<file path="src/rcc_consts.svh">
// rate converter control register constants: offsets, field positions, resets, codes
// assumes inclusion by bare name from the package and the design modules
`ifndef RCC_CONSTS_SVH
`define RCC_CONSTS_SVH

// register offsets, page 0
`define RCC_OFF_BURST_HIGH      7'h2B
`define RCC_OFF_BURST_LOW       7'h2C
`define RCC_OFF_SOURCE_MUTE     7'h2D
`define RCC_OFF_FILTER          7'h2E
`define RCC_OFF_WORD_LENGTH     7'h2F
`define RCC_OFF_LEFT_ATTEN      7'h30
`define RCC_OFF_RIGHT_ATTEN     7'h31
`define RCC_OFF_RATIO_HIGH      7'h32
`define RCC_OFF_RATIO_LOW       7'h33
`define RCC_OFF_PAGE_SELECT     7'h7F

// transmitter buffer page offsets of channel status bytes 0 and 23
`define RCC_OFF_TX_CS0_CH1      7'h00
`define RCC_OFF_TX_CS0_CH2      7'h01
`define RCC_OFF_TX_CS23_CH1     7'h2E
`define RCC_OFF_TX_CS23_CH2     7'h2F

// field positions
`define RCC_POS_INPUT_SRC       0
`define RCC_POS_REF_CLK         2
`define RCC_POS_MUTE            4
`define RCC_POS_TRACK           6
`define RCC_POS_GROUP_DELAY     0
`define RCC_POS_DIRECT_DOWN     2
`define RCC_POS_DEEMPH          3
`define RCC_POS_AUTO_DEEMPH     5
`define RCC_POS_WORD_LEN        6
`define RCC_POS_PAGE            0
// channel status bit 0 is the register msb
`define RCC_POS_CS_PRO_MODE     7

// writable bit masks; all other bits read zero
`define RCC_MASK_SOURCE_MUTE    8'h5F
`define RCC_MASK_FILTER         8'h3F
`define RCC_MASK_WORD_LENGTH    8'hC0
`define RCC_MASK_PAGE           8'h03

// reset values
`define RCC_RST_CTRL            8'h00

// pre-buffer depths and word lengths per code
`define RCC_PREBUF_0            7'd64
`define RCC_PREBUF_1            7'd32
`define RCC_PREBUF_2            7'd16
`define RCC_PREBUF_3            7'd8
`define RCC_WLEN_0              5'd24
`define RCC_WLEN_1              5'd20
`define RCC_WLEN_2              5'd18
`define RCC_WLEN_3              5'd16

// reserved selection code
`define RCC_SEL_RESERVED        2'h3

// channel status emphasis and rate codes, register bit order
`define RCC_CS_PRO_EMPH_5015    3'h7
`define RCC_CS_PRO_FS_48        2'h1
`define RCC_CS_PRO_FS_44        2'h2
`define RCC_CS_PRO_FS_32        2'h3
`define RCC_CS_CON_EMPH_5015    3'h4
`define RCC_CS_CON_FS_44        4'h0
`define RCC_CS_CON_FS_48        4'h4
`define RCC_CS_CON_FS_32        4'hC

`endif

</file>
<file path="src/rcc_pkg.sv">
// rate converter control types shared by the register bank and its users
// assumes rcc_consts.svh alongside
`default_nettype none
`include "rcc_consts.svh"

package rcc_pkg;

	typedef enum logic [1:0] {
		RCC_SRC_PORT_A   = 2'h0,
		RCC_SRC_PORT_B   = 2'h1,
		RCC_SRC_RECEIVER = 2'h2,
		RCC_SRC_RSVD     = 2'h3
	} rcc_src_t;

	typedef enum logic [1:0] {
		RCC_CLK_MASTER    = 2'h0,
		RCC_CLK_RECV_REF  = 2'h1,
		RCC_CLK_RECV_RCVD = 2'h2,
		RCC_CLK_RSVD      = 2'h3
	} rcc_clk_t;

	typedef enum logic [1:0] {
		RCC_DEEMPH_OFF = 2'h0,
		RCC_DEEMPH_48  = 2'h1,
		RCC_DEEMPH_44  = 2'h2,
		RCC_DEEMPH_32  = 2'h3
	} rcc_deemph_t;

	typedef enum logic [1:0] {
		RCC_PAGE_CTRL = 2'h0,
		RCC_PAGE_RECV = 2'h1,
		RCC_PAGE_XMIT = 2'h2,
		RCC_PAGE_RSVD = 2'h3
	} rcc_page_t;

	typedef struct packed {
		logic [4:0]  ratioInteger;
		logic [10:0] ratioFraction;
	} rcc_ratio_t;

	typedef struct packed {
		rcc_src_t    inputSrc;
		rcc_clk_t    refClk;
		logic        mute;
		logic [7:0]  attenLeft;
		logic [7:0]  attenRight;
		logic [6:0]  preBufSamples;
		logic        directDown;
		rcc_deemph_t deemph;
		logic [4:0]  outWordBits;
		logic        ditherEn;
	} rcc_cfg_t;

	typedef struct packed {
		logic       wrEn;
		rcc_page_t  page;
		logic [6:0] addr;
		logic [7:0] data;
	} rcc_buf_wr_t;

endpackage

`default_nettype wire

</file>
<file path="src/rcc_control_regs.sv">
// rate converter control and status register bank behind the serial host port
// assumes a host port decoder giving one-cycle read/write strobes and a 7-bit address
`timescale 1ns/1ps
`default_nettype none
`include "rcc_consts.svh"

module rcc_control_regs (
	input  wire logic                clk_sys,
	input  wire logic                reset_n,
	input  wire logic                hostWr,
	input  wire logic                hostRd,
	input  wire logic [6:0]          hostAddr,
	input  wire logic [7:0]          hostWrData,
	output logic      [7:0]          hostRdData,
	output logic                     hostRdValid,
	output rcc_pkg::rcc_page_t       bufPage,
	output rcc_pkg::rcc_buf_wr_t     bufWrite,
	input  wire logic [7:0]          bufRdData,
	input  wire rcc_pkg::rcc_ratio_t ratioMeasured,
	input  wire logic [15:0]         burstLenPreamble,
	input  wire logic [7:0]          rxCsByte0,
	input  wire logic [7:0]          rxCsByte3,
	output rcc_pkg::rcc_cfg_t        convCfg,
	output logic      [1:0]          txProMode
);
	import rcc_pkg::*;

	// ==================================================================
	// register state
	logic [7:0]  srcMute_r, srcMute_nxt;
	logic [7:0]  filter_r, filter_nxt;
	logic [7:0]  wordLen_r, wordLen_nxt;
	logic [7:0]  attenL_r, attenL_nxt;
	logic [7:0]  attenR_r, attenR_nxt;
	logic [7:0]  page_r, page_nxt;
	logic [7:0]  ratioLowShadow_r, ratioLowShadow_nxt;
	logic [7:0]  rdData_r, rdData_nxt;
	logic        rdValid_r, rdValid_nxt;
	logic [1:0]  txPro_r, txPro_nxt;
	rcc_buf_wr_t bufWr_r, bufWr_nxt;
	rcc_cfg_t    cfg_r, cfg_nxt;

	logic [1:0]  srcHeld;
	logic [1:0]  clkHeld;
	logic [1:0]  pageHeld;
	logic        onCtrlPage;
	logic        isPageAddr;
	logic [15:0] ratioWord;
	rcc_deemph_t autoDeemph;

	// ==================================================================
	// reserved codes keep the previous selection
	rcc_sel_hold #(.W(2), .RESERVED(`RCC_SEL_RESERVED)) srcHold (
		.clk_sys  (clk_sys),
		.reset_n  (reset_n),
		.code     (srcMute_r[`RCC_POS_INPUT_SRC +: 2]),
		.heldCode (srcHeld)
	);

	rcc_sel_hold #(.W(2), .RESERVED(`RCC_SEL_RESERVED)) clkHold (
		.clk_sys  (clk_sys),
		.reset_n  (reset_n),
		.code     (srcMute_r[`RCC_POS_REF_CLK +: 2]),
		.heldCode (clkHeld)
	);

	rcc_sel_hold #(.W(2), .RESERVED(`RCC_SEL_RESERVED)) pageHold (
		.clk_sys  (clk_sys),
		.reset_n  (reset_n),
		.code     (page_nxt[`RCC_POS_PAGE +: 2]),
		.heldCode (pageHeld)
	);

	// ==================================================================
	// decode
	assign isPageAddr = (hostAddr == `RCC_OFF_PAGE_SELECT);
	assign onCtrlPage = (rcc_page_t'(pageHeld) == RCC_PAGE_CTRL);
	assign ratioWord  = {ratioMeasured.ratioInteger, ratioMeasured.ratioFraction};

	// ==================================================================
	// automatic de-emphasis from receiver channel status
	always_comb begin
		autoDeemph = RCC_DEEMPH_OFF;
		if (rxCsByte0[`RCC_POS_CS_PRO_MODE]) begin
			if (rxCsByte0[5:3] == `RCC_CS_PRO_EMPH_5015) begin
				unique case (rxCsByte0[1:0])
					`RCC_CS_PRO_FS_48: autoDeemph = RCC_DEEMPH_48;
					`RCC_CS_PRO_FS_44: autoDeemph = RCC_DEEMPH_44;
					`RCC_CS_PRO_FS_32: autoDeemph = RCC_DEEMPH_32;
					default:           autoDeemph = RCC_DEEMPH_OFF;
				endcase
			end
		end else if (rxCsByte0[4:2] == `RCC_CS_CON_EMPH_5015) begin
			unique case (rxCsByte3[7:4])
				`RCC_CS_CON_FS_44: autoDeemph = RCC_DEEMPH_44;
				`RCC_CS_CON_FS_48: autoDeemph = RCC_DEEMPH_48;
				`RCC_CS_CON_FS_32: autoDeemph = RCC_DEEMPH_32;
				default:           autoDeemph = RCC_DEEMPH_OFF;
			endcase
		end
	end

	// ==================================================================
	// host writes and reads
	always_comb begin
		srcMute_nxt        = srcMute_r;
		filter_nxt         = filter_r;
		wordLen_nxt        = wordLen_r;
		attenL_nxt         = attenL_r;
		attenR_nxt         = attenR_r;
		page_nxt           = page_r;
		ratioLowShadow_nxt = ratioLowShadow_r;
		txPro_nxt          = txPro_r;
		rdData_nxt         = 8'h00;
		rdValid_nxt        = hostRd;
		bufWr_nxt          = '0;
		bufWr_nxt.page     = rcc_page_t'(pageHeld);
		bufWr_nxt.addr     = hostAddr;
		bufWr_nxt.data     = hostWrData;

		if (hostWr) begin
			if (isPageAddr) begin
				page_nxt = hostWrData & `RCC_MASK_PAGE;
			end else if (onCtrlPage) begin
				unique case (hostAddr)
					`RCC_OFF_SOURCE_MUTE: srcMute_nxt = hostWrData & `RCC_MASK_SOURCE_MUTE;
					`RCC_OFF_FILTER:      filter_nxt  = hostWrData & `RCC_MASK_FILTER;
					`RCC_OFF_WORD_LENGTH: wordLen_nxt = hostWrData & `RCC_MASK_WORD_LENGTH;
					`RCC_OFF_LEFT_ATTEN:  attenL_nxt  = hostWrData;
					`RCC_OFF_RIGHT_ATTEN: attenR_nxt  = hostWrData;
					default:              attenL_nxt  = attenL_r;
				endcase
			end else begin
				bufWr_nxt.wrEn = 1'b1;
				if (rcc_page_t'(pageHeld) == RCC_PAGE_XMIT) begin
					if (hostAddr == `RCC_OFF_TX_CS0_CH1) begin
						txPro_nxt[0] = hostWrData[`RCC_POS_CS_PRO_MODE];
					end
					if (hostAddr == `RCC_OFF_TX_CS0_CH2) begin
						txPro_nxt[1] = hostWrData[`RCC_POS_CS_PRO_MODE];
					end
					// byte 23 belongs to the crc generator in professional mode
					if ((hostAddr == `RCC_OFF_TX_CS23_CH1 && txPro_r[0]) ||
						(hostAddr == `RCC_OFF_TX_CS23_CH2 && txPro_r[1])) begin
						bufWr_nxt.wrEn = 1'b0;
					end
				end
			end
		end

		if (hostRd) begin
			if (isPageAddr) begin
				rdData_nxt = page_r;
			end else if (onCtrlPage) begin
				unique case (hostAddr)
					`RCC_OFF_BURST_HIGH:  rdData_nxt = burstLenPreamble[15:8];
					`RCC_OFF_BURST_LOW:   rdData_nxt = burstLenPreamble[7:0];
					`RCC_OFF_SOURCE_MUTE: rdData_nxt = srcMute_r;
					`RCC_OFF_FILTER:      rdData_nxt = filter_r;
					`RCC_OFF_WORD_LENGTH: rdData_nxt = wordLen_r;
					`RCC_OFF_LEFT_ATTEN:  rdData_nxt = attenL_r;
					`RCC_OFF_RIGHT_ATTEN: rdData_nxt = attenR_r;
					`RCC_OFF_RATIO_HIGH: begin
						rdData_nxt         = ratioWord[15:8];
						ratioLowShadow_nxt = ratioWord[7:0];
					end
					`RCC_OFF_RATIO_LOW:   rdData_nxt = ratioLowShadow_r;
					default:              rdData_nxt = 8'h00;
				endcase
			end else begin
				rdData_nxt = bufRdData;
			end
		end
	end

	// ==================================================================
	// effective converter settings
	always_comb begin
		cfg_nxt          = '0;
		cfg_nxt.inputSrc = rcc_src_t'(srcHeld);
		cfg_nxt.refClk   = rcc_clk_t'(clkHeld);
		cfg_nxt.mute     = srcMute_r[`RCC_POS_MUTE];
		cfg_nxt.attenLeft = attenL_r;
		cfg_nxt.attenRight = srcMute_r[`RCC_POS_TRACK] ? attenL_r : attenR_r;
		unique case (filter_r[`RCC_POS_GROUP_DELAY +: 2])
			2'h0: cfg_nxt.preBufSamples = `RCC_PREBUF_0;
			2'h1: cfg_nxt.preBufSamples = `RCC_PREBUF_1;
			2'h2: cfg_nxt.preBufSamples = `RCC_PREBUF_2;
			2'h3: cfg_nxt.preBufSamples = `RCC_PREBUF_3;
		endcase
		cfg_nxt.directDown = filter_r[`RCC_POS_DIRECT_DOWN];
		if (filter_r[`RCC_POS_AUTO_DEEMPH]) begin
			cfg_nxt.deemph = autoDeemph;
		end else begin
			cfg_nxt.deemph = rcc_deemph_t'(filter_r[`RCC_POS_DEEMPH +: 2]);
		end
		unique case (wordLen_r[`RCC_POS_WORD_LEN +: 2])
			2'h0: cfg_nxt.outWordBits = `RCC_WLEN_0;
			2'h1: cfg_nxt.outWordBits = `RCC_WLEN_1;
			2'h2: cfg_nxt.outWordBits = `RCC_WLEN_2;
			2'h3: cfg_nxt.outWordBits = `RCC_WLEN_3;
		endcase
		cfg_nxt.ditherEn = (wordLen_r[`RCC_POS_WORD_LEN +: 2] != 2'h0);
	end

	// ==================================================================
	// registers
	always_ff @(posedge clk_sys or negedge reset_n) begin
		if (!reset_n) begin
			srcMute_r        <= `RCC_RST_CTRL;
			filter_r         <= `RCC_RST_CTRL;
			wordLen_r        <= `RCC_RST_CTRL;
			attenL_r         <= `RCC_RST_CTRL;
			attenR_r         <= `RCC_RST_CTRL;
			page_r           <= `RCC_RST_CTRL;
			ratioLowShadow_r <= 8'h00;
			rdData_r         <= 8'h00;
			rdValid_r        <= 1'b0;
			txPro_r          <= 2'h0;
			bufWr_r          <= '0;
			cfg_r            <= '0;
		end else begin
			srcMute_r        <= srcMute_nxt;
			filter_r         <= filter_nxt;
			wordLen_r        <= wordLen_nxt;
			attenL_r         <= attenL_nxt;
			attenR_r         <= attenR_nxt;
			page_r           <= page_nxt;
			ratioLowShadow_r <= ratioLowShadow_nxt;
			rdData_r         <= rdData_nxt;
			rdValid_r        <= rdValid_nxt;
			txPro_r          <= txPro_nxt;
			bufWr_r          <= bufWr_nxt;
			cfg_r            <= cfg_nxt;
		end
	end

	assign hostRdData  = rdData_r;
	assign hostRdValid = rdValid_r;
	assign bufPage     = rcc_page_t'(pageHeld);
	assign bufWrite    = bufWr_r;
	assign convCfg     = cfg_r;
	assign txProMode   = txPro_r;

endmodule

`default_nettype wire

</file>
<file path="src/rcc_sel_hold.sv">
// selection holder: passes a written code on, keeps the last valid one on a reserved code
// assumes clk_sys and reset_n of the register bank
`timescale 1ns/1ps
`default_nettype none

module rcc_sel_hold #(
	parameter int         W        = 2,
	parameter logic [1:0] RESERVED = 2'h3
) (
	input  wire logic         clk_sys,
	input  wire logic         reset_n,
	input  wire logic [W-1:0] code,
	output logic      [W-1:0] heldCode
);

	logic [W-1:0] held_r;
	logic [W-1:0] held_nxt;

	always_comb begin
		held_nxt = (code == RESERVED[W-1:0]) ? held_r : code;
	end

	always_ff @(posedge clk_sys or negedge reset_n) begin
		if (!reset_n) begin
			held_r <= '0;
		end else begin
			held_r <= held_nxt;
		end
	end

	assign heldCode = held_r;

endmodule

`default_nettype wire

</file>
<file path="config.mk">
export PLATFORM = sky130hd
export DESIGN_NAME = rcc_control_regs
export DESIGN_NICKNAME = d
export VERILOG_FILES = /design/src/rcc_pkg.sv /design/src/rcc_control_regs.sv /design/src/rcc_sel_hold.sv
export VERILOG_INCLUDE_DIRS = /design/src
export SDC_FILE = /design/constraint.sdc
export NUM_CORES = 1
export LEC_CHECK = 0
export BUFFER_PORTS_ARGS = -buffer_cell sky130_fd_sc_hd__buf_2
export CAP_MARGIN = 10
export CORE_AREA = 4 4 99 101
export DETAILED_ROUTE_END_ITERATION = 6
export DIE_AREA = 0 0 103 105
export PLACE_DENSITY = 0.79
export SYNTH_ARGS = -nofsm -noshare
export SYNTH_HDL_FRONTEND = slang
export SYNTH_SLANG_ARGS = --single-unit
</file>
<file path="constraint.sdc">
create_clock -name clk_sys -period 2 [get_ports clk_sys]
set_input_delay 0.1 -clock clk_sys [delete_from_list [all_inputs] [get_ports clk_sys]]
set_output_delay 0.1 -clock clk_sys [all_outputs]
set_load 0.05 [all_outputs]
</file>
==> results of run 1 <==
-- flip-flops by register name (all words and copies together) (netlist names) --
signal	count
clkHold.heldCode	2
attenL_r	8
srcHold.heldCode	2
filter_r	6
txProMode	2
hostRdValid	1
pageHold.heldCode	2
attenR_r	8
ratioLowShadow_r	8
page_r	2
hostRdData	8
srcMute_r	6
wordLen_r	2
bufWrite	18
convCfg	33
-- worst max-delay path, delay by kind of cell --
family	cells	cell delay (ns)
AND/OR/NAND/NOR	3	0.98
buffers and inverters	2	0.71
multiplexers	1	0.39
-- repair_timing --
item / 4_1_cts / 5_1_grt
endpoints found under the setup margin: 0 / 3
hold buffers: 30 / 0
resized for setup: 0 / 1
endpoints found under the hold margin: 137 / 0
setup buffers: 0 / 0
-- layout make-up --
cell class / count / area (um2) / area share [%]
clock inverters: 6 / 47.5 / 0.814
flip-flops and latches: 108 / 2700 / 46.3
inverters: 11 / 41.3 / 0.707
well taps: 111 / 139 / 2.38
multi-input cells: 203 / 1640 / 28.1
clock buffers: 10 / 138 / 2.36
repair buffers: 181 / 1130 / 19.3
-- final timing paths --
| check | end | slack [ns] | depth (start not counted) |
|---|---|---|---|
| setup reg to reg | srcMute_r[6]$_DFFE_PN0P_ | 0.24 | 4 |
| min in group asynchronous | convCfg[33]$_DFF_PN0_ | 0.32 | 3 |
| max in group asynchronous | hostRdData[7]$_DFF_PN0_ | 1.21 | 3 |
| setup / recovery | srcMute_r[6]$_DFFE_PN0P_ | 0.07 | 6 |
| hold / removal | convCfg[7]$_DFF_PN0_ | 0.07 | 3 |
| hold reg to reg | convCfg[34]$_DFF_PN0_ | 0.39 | 0 |
-- logic make-up after synthesis --
group,after synthesis,synth area share [%]
AOI/OAI and AO/OA,57,8.59
xor gates and xnor gates,1,0.196
buffers and inverters,27,3.13
DFF,108,60.4
muxes,62,16.5
other,2,0.168
and+or+nand+nor,78,11.0
-- routing by layer --
metal	global-route usage, %	vias to the layer above
li1	-	1552
met2	37.4	151
met4	9.90	0
met3	3.67	24
met5	0	-
met1	29.2	1690
-- layout by cell type (no fill, tap or decap), types with 4 or more instances in the layout --
| cell type | n |
|---|---|
| a21boi_0 | 5 |
| buf_2 | 132 |
| nor2_1 | 15 |
| clkbuf_8 | 10 |
| a22oi_1 | 10 |
| a21oi_1 | 9 |
| inv_1 | 11 |
| nor2b_1 | 7 |
| mux2i_1 | 4 |
| buf_4 | 17 |
| nor3_1 | 4 |
| nand2_1 | 19 |
| o22ai_1 | 5 |
| o21ai_0 | 11 |
| mux2_2 | 53 |
| mux4_2 | 4 |
| nand3_1 | 4 |
| conb_1 | 5 |
| dfrtp_1 | 108 |
| dlygate4sd3_1 | 30 |
-- report_power, final --
group          total [mW]  internal (mW)  switching [mW]  leakage, nW
clock                1.26          0.498           0.762       0.0868
sequential           2.43           2.34          0.0868         1.43
combinational       0.939          0.308           0.632         1.43
total                4.63           3.15            1.48         2.95
-- per-stage QoR --
step / total power [mW] / instances / hold WS [ns]
2_1_floorplan: 3.04 / 338 / -0.196
3_3_place_gp: 3.34 / 584 / 0.210
6_report: 4.63 / 630 / 0.0676
3_5_place_dp: 3.37 / 584 / 0.219
4_1_cts: 4.65 / 630 / 0.0547
5_1_grt: 4.84 / 630 / 0.0625
==> impl_metrics.py, run 1 <==
metrics = {
    "run_status": {
        "status": "completed",
    },
    "global_route": {
        "grt-ovfl-total": 0,
        "grt_pass1_wl_um": 18700,
        "grt_pass1_vias": 3608,
        "antenna_found_initial": 0,
        "grt_max_degree": 109,
        "grt_usage_pct": 22.7,
    },
    "timing": {
        "hold_viol_final": 0,
        "period_needed_ns": 1.93,
        "worst_pin_slew_ns": 0.584,
        "rsz0062_at_grt": "false",
        "finClkSkew_ns": 0.00757,
        "layout_setup_ws_ns": 0.0660,
        "setup_tns_ns": 0,
        "finalCritPeriodShare_pct": 96.7,
        "drv_slew": 0,
        "slew_headroom_pct": 61.0,
        "finalSetupViolations": 0,
        "timing.fmax_mhz": 517,
    },
    "synth": {
        "ys_top_cells_by_count": "dfrtp_1, mux2_2, nand2_1",
        "synth.cell_area_um2": 4470,
        "avgSynthCellArea_um2": 13.4,
        "synth_edf_count": 0,
        "synthDistinctLibCells": 50,
        "ys_seq_elements": 108,
        "yosysTopAreaCellShare_pct": 60.4,
        "yosys.cell_count.top_type": "dfrtp_1",
        "yosys_most_used_dff": "dfrtp_1",
        "synth_seq_area_share_pct": 60.4,
        "synth_async_sr_flop_share_pct": 100,
        "synth.area.top_cells": "dfrtp_1, mux2_2, mux4_2",
        "yosys.area.top_type": "dfrtp_1",
        "ys.warnings.count": 0,
        "synth_cells": 335,
    },
    "clock_tree": {
        "clkSlewWorstSetupHoldPaths_ns": 0.10,
        "cts_inserted_buffers": 9,
        "clockRootBuffer": "clkbuf_8",
        "max-clock-path-buffers": 2,
        "htreeDepth": 3,
        "clock_latency_ns": 0.36,
        "clock_sinks": 108,
        "cts_tree": "built",
    },
    "drt": {
        "routedWlPerCell_um": 18.8,
        "ant_nets": 0,
        "drt-initial-drc-count": 203,
        "firstDrtPassIters": 4,
        "avgViaCountPerCell": 5.42,
        "wl_met1_um": 4490,
        "drt-total-wl_um": 11800,
        "route.met3.wl_um": 866,
        "top_layer": "met4",
        "remaining_drc_errors": 0,
        "vias": 3417,
        "wl_met2_um": 6150,
    },
    "critical_path": {
        "endpoint_kind": "flop",
        "path_class": "primary input to flop",
        "startpoint": "hostAddr[6]",
        "r2r-start": "pageHold.heldCode[1]$_DFFE_PN0P_",
        "cp_max_fo": 6,
        "cp_slowest_cell": "dlygate4sd3_1",
        "required_ns": 2.25,
        "slowest_delay_ns": 0.55,
        "path_cells": "dlygate4sd3_1 -> buf_2 -> and4bb_2 -> nand2_1 -> nor3_4 -> mux2_2",
        "critPathArrivalTime_ns": 2.19,
        "critPathLaunchType": "primary input",
    },
    "cells_and_area": {
        "diodes": 0,
        "syn2layout_area_growth_pct": 30.6,
        "final_layout_size_suffix_gt1_share_pct": 45.7,
        "fillCellCount": 700,
        "fin_nets": 589,
        "finalInstanceArea_um2": 5840,
        "fin_util_pct": 64.7,
    },
    "place": {
        "dp_slack_ns": 0.244,
        "gp_congestion": 0.858,
        "dpl_cell_area_um2": 5350,
        "dp_hpwl_um": 8400,
        "port_buffers": 133,
    },
    "floorplanning": {
        "core_area_um2": 9020,
        "dieWidth_um": 103,
        "die_area_um2": 10800,
        "rows": 35,
        "ios": 143,
        "start_util_pct": 49.6,
        "die_h_um": 105,
    },
    "run": {
        "drv_cap": 0,
    },
    "pwr": {
        "powerDensity_nw_per_um2": 792,
        "p_leak_nw": 2.95,
        "irDropWorstVdd_mv": 0.428,
    },
    "hold_path": {
        "hold_start": "rxCsByte0[1]",
        "hold_path.class": "primary input to flop",
    },
}
(Power assumes the default switching activity.)
==> run 2: changes to the inputs <==
SYNTH_HIERARCHICAL = 1   (was unset)
==> impl_metrics.py, run 2 <==
metrics = {
    "synth": {
        "synth.area.top_cells": "dfrtp_1, mux2_2, mux4_2",
        "avgSynthCellArea_um2": 14.2,
        "ys_top_cells_by_count": "dfrtp_1, mux2_2, nor2_1",
        "synthDistinctLibCells": 55,
        "yosys_most_used_dff": "dfrtp_1",
        "yosys.area.top_type": "dfrtp_1",
        "synth_edf_count": 0,
        "yosys.cell_count.top_type": "dfrtp_1",
        "ys_seq_elements": 108,
        "synth_seq_area_share_pct": 60.1,
        "yosysTopAreaCellShare_pct": 60.1,
        "ys.warnings.count": 6,
        "synth.cell_area_um2": 4500,
        "synth_async_sr_flop_share_pct": 100,
        "synth_cells": 317,
    },
    "global_route": {
        "grt_pass1_vias": 3363,
        "antenna_found_initial": 1,
        "grt_max_degree": 73,
        "grt_pass1_wl_um": 17800,
        "grt_usage_pct": 21.3,
        "grt-ovfl-total": 0,
    },
    "critical_path": {
        "cp_max_fo": 11,
        "required_ns": 2.25,
        "r2r_end": "attenL_r[3]$_DFFE_PN0P_",
        "endpoint_kind": "flop",
        "critPathArrivalTime_ns": 2.17,
        "path_class": "primary input to flop",
        "r2r-start": "pageHold/heldCode[1]$_DFFE_PN0P_",
        "critPathLaunchType": "primary input",
        "r2r_cells": 5,
        "ff2ff_setup_slack_ns": 0.22,
    },
    "cells_and_area": {
        "final_common_cell": "buf_2",
        "seqCellArea_um2": 2710,
        "multi_input_area_um2": 1680,
        "fin_nets": 563,
        "diodes": 0,
        "syn2layout_area_growth_pct": 29.5,
        "final_cell_mix": "buf_2, dfrtp_1, mux2_2",
        "final_layout_size_suffix_gt1_share_pct": 48.5,
        "largest_reg_flops": 33,
        "fillCellCount": 700,
    },
    "floorplanning": {
        "dieWidth_um": 103,
        "rows": 35,
        "die_area_um2": 10800,
        "die_h_um": 105,
        "core_area_um2": 9020,
        "start_util_pct": 49.9,
        "ios": 143,
    },
    "timing": {
        "finalSetupViolations": 0,
        "rsz0062_at_grt": "false",
        "period_needed_ns": 1.92,
        "setup_tns_ns": 0,
        "drv_slew": 0,
        "worst_pin_slew_ns": 0.517,
        "finClkSkew_ns": 0.00878,
        "hold_ws_ns": 0.0126,
        "slew_headroom_pct": 65.2,
        "timing.fmax_mhz": 522,
        "finalCritPeriodShare_pct": 95.8,
        "hold_viol_final": 0,
    },
    "drt": {
        "drt-total-wl_um": 11100,
        "routedWlPerCell_um": 18.4,
        "drt-initial-drc-count": 215,
        "ant_nets": 0,
        "vias": 3235,
        "avgViaCountPerCell": 5.36,
        "firstDrtPassIters": 4,
        "remaining_drc_errors": 0,
    },
    "hold_path": {
        "hold_path.class": "primary input to flop",
        "hold_depth": 3,
        "hold_start": "bufRdData[2]",
        "min_to": "hostRdData[2]$_DFF_PN0_",
    },
    "run": {
        "drv_cap": 0,
    },
    "clock_tree": {
        "clock_sinks": 108,
        "clock_latency_ns": 0.37,
        "cts_tree": "built",
        "clockRootBuffer": "clkbuf_8",
        "max-clock-path-buffers": 2,
        "cts_inserted_buffers": 9,
        "htreeDepth": 3,
        "clkSlewWorstSetupHoldPaths_ns": 0.10,
    },
    "run_status": {
        "status": "completed",
    },
    "pwr": {
        "powerDensity_nw_per_um2": 815,
        "p_leak_nw": 2.98,
        "irDropWorstVdd_mv": 0.455,
    },
    "place": {
        "port_buffers": 133,
        "dp_hpwl_um": 8220,
        "gp_congestion": 0.859,
    },
}
==> run 2: timing repair <==
action | CTS | global route
endpoints found under the setup margin | 0 | 9
hold buffers | 27 | 0
buffers inserted | 0 | 1
hold endpoints to repair | 62 | 0
resized for setup | 0 | 1
==> run 2: cell families after synthesis <==
group           synth area share (%)
compound gates                  8.43
xor+xnor                       0.195
buf+inv                         2.89
flops                           60.1
mux                             18.7
other cells                    0.167
simple gates                    9.49
==> run 2: layer usage <==
metal  global-route usage [%]  wire length, um  up-vias
li1                         -                -     1490
met1                     29.5             4580     1607
met2                     34.0             5600      126
met3                     4.14              774       12
met4                     6.29              172        0
met5                        0                0        -
==> run 2: critical path: stages <==
cell	delay, ns
dlygate4sd3_1	0.52
buf_2	0.24
nand3_1	0.24
or2_2	0.39
nand4_2	0.28
mux2_2	0.38
==> run 2: worst max-delay path by stage <==
stage                     cells past startpoint                         endpoint                        startpoint
after floorplan                               5          attenL_r[0]$_DFFE_PN0P_  pageHold/heldCode[1]$_DFFE_PN0P_
after global placement                        6          attenL_r[1]$_DFFE_PN0P_                       hostAddr[2]
after detailed placement                      6          attenL_r[3]$_DFFE_PN0P_                       hostAddr[2]
after CTS                                     7          attenL_r[3]$_DFFE_PN0P_                       hostAddr[2]
after global routing                          6  ratioLowShadow_r[0]$_DFFE_PN0P_                       hostAddr[2]
final                                         6  ratioLowShadow_r[0]$_DFFE_PN0P_                       hostAddr[2]
==> run 2: final cells by class <==
type | instances | share of cell area, %
sequential | 108 | 46.4
multi-input combinational | 187 | 28.8
timing repair buffer | 173 | 18.2
tap | 111 | 2.38
clock buffer | 9 | 2.13
clock inverter | 7 | 1.44
inverter | 9 | 0.580
==> run 2: power by group <==
group | total [mW] | switching, mW | internal (mW) | leakage [nW]
registers | 2.44 | 0.0961 | 2.34 | 1.43
clock network | 1.37 | 0.772 | 0.599 | 0.102
logic | 0.938 | 0.613 | 0.325 | 1.45
==> run 2: per-stage QoR <==
| stage | util (%) | instances | total power [mW] | cell area (um2) | worst slack (ns) |
|---|---|---|---|---|---|
| floorplan | - | 320 | 3.06 | 4510 | 0.0490 |
| global placement | 59.2 | 560 | 3.35 | 5340 | 0.183 |
| detailed placement | 59.2 | 560 | 3.38 | 5340 | 0.183 |
| CTS | 64.5 | 603 | 4.78 | 5820 | 0.00244 |
| global route | 64.6 | 604 | 4.95 | 5820 | 0.00523 |
| finish | 64.6 | 604 | 4.74 | 5820 | 0.0834 |
==> run 3: changes to the inputs <==
GPL_TIMING_DRIVEN = 0   (was unset)
SKIP_LAST_GASP = 1   (was unset)
SYNTH_HIERARCHICAL = unset   (was 1)
==> impl_metrics.py, run 3 (same netlist as run 1, synthesis figures left out) <==
metrics = {
    "run_status": {
        "status": "completed",
    },
    "pwr": {
        "switchingPower_mw": 1.51,
        "power.share.sequential_pct": 52.3,
        "power.total_mw": 4.64,
        "intPower_mw": 3.13,
        "clockPowerShare_pct": 27.4,
        "p_leak_nw": 2.94,
        "combPwrFrac_pct": 20.3,
        "powerDensity_nw_per_um2": 796,
        "switching_share_pct": 32.5,
        "irDropWorstVdd_mv": 0.466,
    },
    "drt": {
        "wl_met1_um": 4720,
        "top_layer": "met4",
        "ant_nets": 0,
        "vias": 3459,
        "remaining_drc_errors": 0,
        "routedWlPerCell_um": 18.7,
        "drt-initial-drc-count": 267,
        "wl_met2_um": 6050,
        "avgViaCountPerCell": 5.47,
        "route.met3.wl_um": 780,
        "drt-total-wl_um": 11800,
        "firstDrtPassIters": 4,
    },
    "critical_path": {
        "r2r-start": "pageHold.heldCode[1]$_DFFE_PN0P_",
        "crit_path_end": "attenL_r[0]$_DFFE_PN0P_",
        "startpoint": "pageHold.heldCode[1]$_DFFE_PN0P_",
        "cp_max_fo": 5,
        "path_delay_family": "simple AND/OR/NAND/NOR gates",
        "required_ns": 2.25,
        "worst-path-stages": 5,
        "critPathArrivalTime_ns": 2.19,
        "r2r_cells": 5,
        "r2r_end": "attenL_r[0]$_DFFE_PN0P_",
        "path_buf_inv": 1,
        "cp_slowest_cell": "dfrtp_1",
        "path_cells": "nor2_1 -> nand3_4 -> nor4_4 -> buf_4 -> mux2_2",
        "path_class": "flop to flop",
        "slowest_delay_ns": 0.44,
        "endpoint_kind": "flop",
        "ff2ff_setup_slack_ns": 0.05,
        "critPathLaunchType": "flop",
    },
    "hold_path": {
        "hold_path.class": "primary input to flop",
        "hold_depth": 3,
    },
    "floorplanning": {
        "core_area_um2": 9020,
        "dieWidth_um": 103,
        "die_h_um": 105,
        "start_util_pct": 49.6,
        "ios": 143,
        "die_area_um2": 10800,
        "rows": 35,
    },
    "timing": {
        "finalSetupViolations": 0,
        "drv_slew": 0,
        "timing.fmax_mhz": 513,
        "finClkSkew_ns": 0.00913,
        "hold_viol_final": 0,
        "rsz0062_at_grt": "false",
        "slew_headroom_pct": 47.4,
        "worst_pin_slew_ns": 0.789,
        "finalCritPeriodShare_pct": 97.5,
        "period_needed_ns": 1.95,
        "layout_setup_ws_ns": 0.0505,
    },
    "global_route": {
        "grt_pass1_wl_um": 18300,
        "grt_pass1_vias": 3532,
        "antenna_found_initial": 0,
        "grt_max_degree": 65,
        "grt-ovfl-total": 0,
        "grt_usage_pct": 21.9,
    },
    "cells_and_area": {
        "largest_reg_flops": 33,
        "stdcell_count": 632,
        "final_cell_mix": "buf_2, dfrtp_1, mux2_2",
        "fin_util_pct": 64.6,
        "diodes": 0,
        "final_layout_size_suffix_gt1_share_pct": 44.7,
        "fin_nets": 591,
        "final_common_cell": "buf_2",
        "syn2layout_area_growth_pct": 30.3,
    },
    "place": {
        "port_buffers": 133,
        "gp_congestion": 0.864,
        "placed_cells": 583,
        "dp_hpwl_um": 8370,
        "dp_slack_ns": -0.0959,
    },
    "clock_tree": {
        "clock_latency_ns": 0.36,
        "clock_sinks": 108,
        "clkSlewWorstSetupHoldPaths_ns": 0.11,
        "cts_tree": "built",
        "cts_inserted_buffers": 9,
        "htreeDepth": 3,
        "clockRootBuffer": "clkbuf_8",
        "max-clock-path-buffers": 2,
    },
    "run": {
        "drv_cap": 0,
    },
}
## run 3: worst min-delay path by stage
stage                               from                      end
finish                      rxCsByte0[0]     convCfg[6]$_DFF_PN0_
global route        burstLenPreamble[15]  hostRdData[7]$_DFF_PN0_
CTS                         rxCsByte0[0]     convCfg[6]$_DFF_PN0_
detailed placement               reset_n    convCfg[34]$_DFF_PN0_
global placement             hostAddr[1]    bufWrite[9]$_DFF_PN0_
floorplan                        reset_n  attenL_r[0]$_DFFE_PN0P_
## run 3: layout make-up
type	instances	area [um2]
Fill cell	692	3190
Multi-Input combinational cell	203	1640
Inverter	11	41.3
Tap cell	111	139
Sequential cell	108	2700
Buffer	16	98.8
Clock buffer	10	128
Clock inverter	6	55.1
Timing Repair Buffer	167	1020
## run 3: routing by layer
| metal | vias to the layer above | GRT usage, % |
|---|---|---|
| li1 | 1555 | - |
| met1 | 1728 | 28.5 |
| met2 | 152 | 37.1 |
| met3 | 24 | 2.87 |
| met4 | 0 | 7.49 |
| met5 | - | 0 |
## run 3: worst reg2reg max path: cells and delay by family (launching register included)
kind | cells | cell delay, ns
AND/OR/NAND/NOR | 3 | 0.85
buffers and inverters | 1 | 0.21
multiplexers | 1 | 0.34
flip-flops | 1 | 0.44
## run 3: repair_timing
action	4_1_cts	5_1_grt
pin swaps	1	2
hold buffers	30	0
setup endpoints to repair	8	16
hold endpoints to repair	92	0
gates resized for setup	0	0
buffers inserted	2	1
## run 3: metrics by stage
stage	setup TNS [ns]	instance area, um2	hold slack [ns]
after floorplan	0	4480	-0.196
after global placement	-26.98	5290	0.235
after detailed placement	-0.817	5310	0.230
after CTS	0	5810	0.0547
after global routing	0	5830	0.0933
final	0	5830	0.0627
## run 3: power by group through the flow
| stage | registers, mW | clock network (mW) | logic, mW |
|---|---|---|---|
| 3_3_place_gp | 2.46 | 0 | 0.873 |
| 6_report | 2.42 | 1.27 | 0.942 |
| 2_1_floorplan | 2.76 | 0 | 0.280 |
| 4_1_cts | 2.42 | 1.29 | 0.943 |
| 5_1_grt | 2.45 | 1.37 | 0.995 |
| 3_5_place_dp | 2.47 | 0 | 0.894 |
